===== config.mk =====
export PLATFORM = sky130hd
export DESIGN_NAME = lcfs_sequencer
export DESIGN_NICKNAME = d
export VERILOG_FILES = /design/src/hdl/lcfs_sequencer.v
export VERILOG_INCLUDE_DIRS = /design/src /design/src/hdl
export SDC_FILE = /design/constraint.sdc
export NUM_CORES = 1
export LEC_CHECK = 0
export ABC_CLOCK_PERIOD_IN_PS = 5200
export BUFFER_PORTS_ARGS = -buffer_cell sky130_fd_sc_hd__buf_2
export CORE_MARGIN = 3
export CORE_UTILIZATION = 42
export DETAILED_ROUTE_END_ITERATION = 10
export SYNTH_ARGS = -nofsm -noshare
export SYNTH_HDL_FRONTEND = slang
export SYNTH_SLANG_ARGS = --single-unit

===== constraint.sdc =====
create_clock -name clk -period 5.2 [get_ports clk]
set_input_delay 1.04 -clock clk [delete_from_list [all_inputs] [get_ports clk]]
set_output_delay 1.04 -clock clk [all_outputs]
set_load 0.02 [all_outputs]

===== src/hdl/lcfs_defines.vh =====
// Register offsets, fields and timing constants for the fade sequencer
`ifndef LCFS_DEFINES_VH
`define LCFS_DEFINES_VH
`define LCFS_ADDR_FADE      7'h11
`define LCFS_ADDR_RAMP      7'h12
`define LCFS_ADDR_CFG       7'h01
`define LCFS_FADE_RST       8'h00
`define LCFS_RAMP_RST       8'h00
`define LCFS_FADE_LSB       0
`define LCFS_HOLD_LSB       3
`define LCFS_CFG_RUN        0
`define LCFS_CFG_RAMP_EN    1
`define LCFS_CFG_CS_RUN     2
`define LCFS_CFG_ST_HOLD    3
`define LCFS_CFG_ST_FADE    4
`define LCFS_CFG_ST_RAMP    5
`define LCFS_TICK_HZ        32768
`define LCFS_BASE_DIV       16
`define LCFS_BASE_TICKS     18'h00800
`define LCFS_DAC_STEPS      8
`define LCFS_STEP_TICKS     18'h00100
`endif


===== src/hdl/lcfs_sequencer.v =====
// Hold-off, fade-off and ramp-up sequencer driving a 3-bit reference DAC
//
// Operation
// - Fade register holds hold-off and fade-off fields; zero skips that delay.
// - Fade code 0 shuts down at once; 1..7 fade over 1/16s to 4s.
// - Hold code 0 no delay; 1..7 hold 1/16s to 4s before fading.
// - Ramp code 0 gives instant full current; 1..7 ramp 1/16s to 4s.
// - Config register reports hold-off, fade-off and ramp-up status bits.
// - A config bit enables or disables ramp-up on restart.
// - One config write starts shutdown and selects restart options.
// - All intervals are timed from the selected PWM tick.
// - Internal oscillator is kept running throughout any sequence.
// - Ramping drives a 3-bit DAC scaling the master reference.
// - Master scaling changes all outputs by the same ratio.
// - Global maximum current caps the DAC level during ramps.
// - Outputs stay at full programmed current during hold-off.
// - Ramps proceed autonomously with no further host action.
`timescale 1ns/1ns
`include "lcfs_defines.vh"
module lcfs_sequencer (
  // Clock and reset
  input  wire       clk,
  input  wire       reset_n,
  // Register access
  input  wire       reg_wr,
  input  wire       reg_rd,
  input  wire [6:0] reg_addr,
  input  wire [7:0] reg_wdata,
  output reg  [7:0] reg_rdata,
  // Tick sources and selection
  input  wire       internal_tick,
  input  wire       external_tick_input,
  input  wire       use_external_tick,
  output reg        osc_keep_on,
  // Restart on chip select
  input  wire       cs_restart,
  // Global current and outputs
  input  wire [2:0] global_current,
  output reg  [2:0] dac_level,
  output reg        shutdown
);
  localparam [4:0] ST_RUN  = 5'h01;
  localparam [4:0] ST_HOLD = 5'h02;
  localparam [4:0] ST_FADE = 5'h04;
  localparam [4:0] ST_SHDN = 5'h08;
  localparam [4:0] ST_RAMP = 5'h10;
  // A 4 s hold spans 2^17 ticks, so counts are 18 bits wide
  localparam [17:0] BASE_TICKS = `LCFS_BASE_TICKS;
  localparam [17:0] STEP_BASE  = `LCFS_STEP_TICKS;

  reg [7:0]  fade_q;
  reg [7:0]  ramp_q;
  reg        ramp_en_q;
  reg        cs_run_q;
  reg [4:0]  state_q;
  reg [17:0] tick_cnt_q;
  reg [2:0]  level_q;
  reg [2:0]  sync_q;
  reg        tick_last_q;
  reg [2:0]  csr_q;
  reg        cs_last_q;

  // Interval in tick periods for a nonzero code, base 2048 per 1/16 s
  function [17:0] lcfs_len;
    input [2:0] code;
    begin
      lcfs_len = BASE_TICKS << (code - 3'h1);
    end
  endfunction

  // Ticks per DAC step: interval spread evenly across eight levels
  function [17:0] lcfs_step;
    input [2:0] code;
    begin
      lcfs_step = STEP_BASE << (code - 3'h1);
    end
  endfunction

  wire [2:0] hold_code = fade_q[`LCFS_HOLD_LSB+2:`LCFS_HOLD_LSB];
  wire [2:0] fade_code = fade_q[`LCFS_FADE_LSB+2:`LCFS_FADE_LSB];
  wire [2:0] ramp_code = ramp_q[2:0];
  // Tick input from either oscillator; stages 2 and 3 must agree
  wire       tick_src  = use_external_tick ? external_tick_input : internal_tick;
  wire       tick_now  = (sync_q[1] == sync_q[2]) ? sync_q[2] : tick_last_q;
  wire       tick_rise = tick_now & ~tick_last_q;
  wire       cs_now    = (csr_q[1] == csr_q[2]) ? csr_q[2] : cs_last_q;
  wire       cs_rise   = cs_now & ~cs_last_q;
  wire       cfg_wr    = reg_wr && (reg_addr == `LCFS_ADDR_CFG);
  // Restart word itself may choose ramp-up, so use its bit when writing
  wire       ramp_use  = cfg_wr ? reg_wdata[`LCFS_CFG_RAMP_EN] : ramp_en_q;
  // Slice done: hold length reached, or step ticks reached within current level
  wire       hold_done = tick_rise && (tick_cnt_q >= lcfs_len(hold_code) - 18'h1);
  wire       fstep     = tick_rise && (tick_cnt_q >= lcfs_step(fade_code) - 18'h1);
  wire       rstep     = tick_rise && (tick_cnt_q >= lcfs_step(ramp_code) - 18'h1);

  always @(posedge clk or negedge reset_n) begin
    if (!reset_n) begin
      sync_q      <= 3'h0;
      tick_last_q <= 1'b0;
      csr_q       <= 3'h0;
      cs_last_q   <= 1'b0;
    end else begin
      sync_q      <= {sync_q[1:0], tick_src};
      tick_last_q <= tick_now;
      csr_q       <= {csr_q[1:0], cs_restart};
      cs_last_q   <= cs_now;
    end
  end

  always @(posedge clk or negedge reset_n) begin
    if (!reset_n) begin
      fade_q    <= `LCFS_FADE_RST;
      ramp_q    <= `LCFS_RAMP_RST;
      ramp_en_q <= 1'b0;
      cs_run_q  <= 1'b0;
    end else if (reg_wr) begin
      if (reg_addr == `LCFS_ADDR_FADE)
        fade_q <= {2'h0, reg_wdata[5:0]};
      if (reg_addr == `LCFS_ADDR_RAMP)
        ramp_q <= {5'h0, reg_wdata[2:0]};
      if (cfg_wr) begin
        ramp_en_q <= reg_wdata[`LCFS_CFG_RAMP_EN];
        cs_run_q  <= reg_wdata[`LCFS_CFG_CS_RUN];
      end
    end
  end

  // Sequence engine; no host action needed once started
  always @(posedge clk or negedge reset_n) begin
    if (!reset_n) begin
      state_q    <= ST_RUN;
      tick_cnt_q <= 18'h0;
      level_q    <= 3'h7;
    end else begin
      case (state_q)
        ST_RUN: begin
          tick_cnt_q <= 18'h0;
          level_q    <= 3'h7;
          if (cfg_wr && !reg_wdata[`LCFS_CFG_RUN]) begin
            if (hold_code != 3'h0)
              state_q <= ST_HOLD;
            else if (fade_code != 3'h0)
              state_q <= ST_FADE;
            else
              state_q <= ST_SHDN;
          end
        end
        ST_HOLD: begin
          // Full level kept during the delay
          level_q <= 3'h7;
          if (hold_done) begin
            tick_cnt_q <= 18'h0;
            state_q    <= (fade_code != 3'h0) ? ST_FADE : ST_SHDN;
          end else if (tick_rise)
            tick_cnt_q <= tick_cnt_q + 18'h1;
        end
        ST_FADE: begin
          // Eighth step leaves level zero for shutdown
          if (fstep) begin
            tick_cnt_q <= 18'h0;
            if (level_q == 3'h0)
              state_q <= ST_SHDN;
            else
              level_q <= level_q - 3'h1;
          end else if (tick_rise)
            tick_cnt_q <= tick_cnt_q + 18'h1;
        end
        ST_SHDN: begin
          // Level parks at zero so a ramp climbs all eight steps
          tick_cnt_q <= 18'h0;
          level_q    <= 3'h0;
          if ((cfg_wr && reg_wdata[`LCFS_CFG_RUN]) || (cs_run_q && cs_rise)) begin
            if (ramp_use && ramp_code != 3'h0)
              state_q <= ST_RAMP;
            else begin
              state_q <= ST_RUN;
              level_q <= 3'h7;
            end
          end
        end
        ST_RAMP: begin
          if (rstep) begin
            tick_cnt_q <= 18'h0;
            if (level_q == 3'h7)
              state_q <= ST_RUN;
            else
              level_q <= level_q + 3'h1;
          end else if (tick_rise)
            tick_cnt_q <= tick_cnt_q + 18'h1;
        end
        default: state_q <= ST_RUN;
      endcase
    end
  end

  always @(posedge clk or negedge reset_n) begin
    if (!reset_n) begin
      dac_level   <= 3'h7;
      shutdown    <= 1'b0;
      osc_keep_on <= 1'b0;
      reg_rdata   <= 8'h0;
    end else begin
      // DAC level never exceeds the global cap, so a fade stays at the cap until the level falls below it
      dac_level   <= (level_q < global_current) ? level_q : global_current;
      shutdown    <= (state_q == ST_SHDN);
      osc_keep_on <= (state_q == ST_HOLD) || (state_q == ST_FADE) || (state_q == ST_RAMP);
      if (reg_rd) begin
        case (reg_addr)
          `LCFS_ADDR_FADE: reg_rdata <= fade_q;
          `LCFS_ADDR_RAMP: reg_rdata <= ramp_q;
          `LCFS_ADDR_CFG:  reg_rdata <= {2'h0, state_q == ST_RAMP, state_q == ST_FADE,
                                         state_q == ST_HOLD, cs_run_q, ramp_en_q,
                                         state_q != ST_SHDN};
          default:         reg_rdata <= 8'h0;
        endcase
      end
    end
  end
endmodule


==> metrics.md <==
| Metric | Value |
|---|---|
| Detail Placement HPWL | `6240 um` |
| Final non-filler cell total | `551` |
| Pre-antenna DRT Iters | `4` |
| Worst-margin pin slew | `784 ps` |
| CP endpoint kind | `register` |
| CTS tree | `built` |
| RSZ-0062 raised after global routing | `false` |
| Seq cells post-synth | `56` |
| CTS clk-pin slew, worst paths | `110 ps` |
| Average routed wire per standard cell | `14.8 um` |
| Hold_buf cts | `0` |
| Register area share after synthesis | `37.1%` |
| Core area | `0.00876 sq mm` |
| Placement row count | `34` |
| Initial Util | `43.4%` |
| I/O Pins | `39` |
| Clock latency on the worst-skew pair | `320 ps` |
| Drt total wl | `8150 um` |
| # setup viols final | `0` |
| DR vias/cell | `5.56` |
| Die width | `101 um` |
| Largest net degree at the start of global routing | `57` |
| Pleak | `1.98 nW` |
| Ys async rst share | `100%` |
| CTS Buf Count | `5` |
| Power per cell area | `324 mW/mm^2` |
| Cell variety after synth | `67` |
| Post-route ant nets | `0` |
| Fin. Hold Viols | `0` |
| Antenna diode count | `0` |
| Setup CP Type | `reg2reg` |
| Tmin final | `3700 ps` |
| Tcrit/Tclk final | `71.2%` |
| Post-Syn Area | `0.00380 sq mm` |
| Placer Congestion | `0.860` |
| VDD IR max | `0.146 mV` |
| 1st-iter DRT viols | `130` |
| Critical Path RT | `5410 ps` |
| Synth-to-Final Area Change | `9.11%` |
| FF-to-FF path depth | `13` |
| Startpoint types | `register` |
| PortBufs | `34` |
| Num Clock Sinks | `56` |
| Worst Path Max Fanout | `11` |
| Skew final | `6.77 ps` |
| Gr ovfl total | `0` |
| H-tree levels | `2` |
| Resized cells post-CTS | `0` |
| Max_slew headroom | `47.6%` |
| Max Fclk | `0.270 GHz` |
| First-pass GRT wire length | `13800 um` |
| Number of synthesized flops with an enable pin | `0` |
| Final Net Count | `500` |
| Placed cell area | `0.00405 sq mm` |
| Via count of the routed design | `3066` |
| Hold crit path type | `reg2reg` |
| Synthesized instance count | `414` |
| DP Cell Count | `543` |
| Initial antenna violation count | `0` |
| GRT Total Usage | `16.7%` |
| Status | `completed` |
| Most used flip-flop cell after synthesis | `dfrtp_1` |
| Setup Fix Bufs, Post-CTS | `0` |
| Root buffer cell | `clkbuf_8` |
| Max Cap Viol | `0` |
| Hold path cells | `0` |
| Syn avg cell area | `9.18 sq um` |
| Final TNS setup | `0 ps` |
| Die H | `101 um` |
| Vias in the first global route | `2872` |
| Pins Over Slew Limit | `0` |
| Bufs on Longest Clock Path | `2` |
| Final instance area | `0.00415 sq mm` |
| Ys Warns | `0` |
| Share of layout cells above drive strength 1 | `16.9%` |
| Die ar. | `0.0102 sq mm` |
| # DRC | `0` |
| Crit path DAT | `3920 ps` |
[through the flow]
stage / total power (W) / setup WS, ps / hold WS, ps / util, %
6_report: 0.00135 / 1500 / 360 / 47.3
5_1_grt: 0.00145 / 1200 / 376 / 47.3
4_1_cts: 0.00136 / 1500 / 367 / 47.3
3_5_place_dp: 0.00109 / 1530 / 341 / 46.2
3_3_place_gp: 0.00108 / 1580 / 337 / 46.2
2_1_floorplan: 0.000962 / 1730 / 331 / -
[final cells by class]
class / instances / area (sq um)
fillers: 861 / 4610
multi-input cells: 321 / 2240
flip-flops and latches: 56 / 1410
repair buffers: 36 / 185
well taps: 108 / 135
inverters: 22 / 82.6
clock buffers: 5 / 68.8
clock inverters: 3 / 28.8
[Yosys cell counts (all sizes together) (5+ instances only)]
library cell,number,area (sq um)
buf,6,37.5
dfstp,7,184
ha,31,388
and3,6,37.5
or3,9,56.3
mux2,15,176
nand3b,5,37.5
nor3,12,65.1
clkbuf,12,45.0
o21ai,20,100
nand2,34,128
a21oi,21,105
dfrtp,49,1230
xor2,14,123
inv,22,82.6
nand2b,6,37.5
nand3,13,65.1
nand4,7,43.8
nor2,39,146
nor2b,8,50.1
xnor2,8,70.1
[routing by layer]
metal / track usage (%) / share of wire, % / vias up
li1: - / - / 1537
met1: 24.0 / 48 / 1471
met2: 26.1 / 46 / 49
met3: 2.69 / 3.6 / 9
met4: 4.50 / 1.4 / 0
met5: 0 / 0 / -
[cell usage in the layout, fill, tap and decap left out, drive strengths merged, types with 5 or more instances in the layout]
cell type  count
nand2b         6
ha            31
and3           6
nand3         13
clkbuf         5
buf           36
mux2          15
nor3          12
nor2          39
a21oi         21
nor2b          8
nand2         34
or3            9
dfstp          7
inv           25
conb           5
dfrtp         49
xor2          14
nand3b         5
o21ai         20
nand4          7
xnor2          8
[where the power goes]
part | switching, W | internal [W]
sequential | 0.0000633 | 0.000508
combinational | 0.000309 | 0.000203
clock | 0.000160 | 0.000102
total | 0.000533 | 0.000813
[worst max-delay path: stages, from the launching register on]
cell and delay, ps:
dfrtp_1 550, or3b_2 480, ha_1 280, nor2_1 110
nand2_1 60, nand2_1 60, a21boi_0 100, ha_1 320
nand4_1 100, nor4_1 180, a221oi_1 170, a21o_1 210
or4b_1 650, mux2_4 350
[path summary, 6_finish.rpt]
kind	startpoint	to	slack, ps
max in group asynchronous	reset_n	tick_cnt_q[4]	3880
min reg2reg	sync_q[0]	sync_q[1]	360
min in group asynchronous	reset_n	reg_rdata[0]	860
max	ramp_q[1]	state_q[4]	1500
min	sync_q[0]	sync_q[1]	360
max reg2reg	ramp_q[1]	state_q[4]	1500
[flip-flops by register name, summed over array words and instances (netlist names), 3 cells and up]
name	cells
ramp_q	3
sync_q	3
dac_level	3
csr_q	3
level_q	3
state_q	5
reg_rdata	6
tick_cnt_q	18
fade_q	6
[kinds of logic (layout without fill, tap and decap cells)]
logic type,count (synthesis),in the layout,synth area share [%]
and+or+nand+nor,154,154,21.1
AOI/OAI and AO/OA,89,89,15.8
DFF,56,56,37.1
buffers and inverters,40,66,4.34
adders and majority gates,34,34,11.3
xor gates and xnor gates,22,22,5.07
muxes,17,17,5.17
other,2,5,0.198
Power figures use the tool's default switching activity.
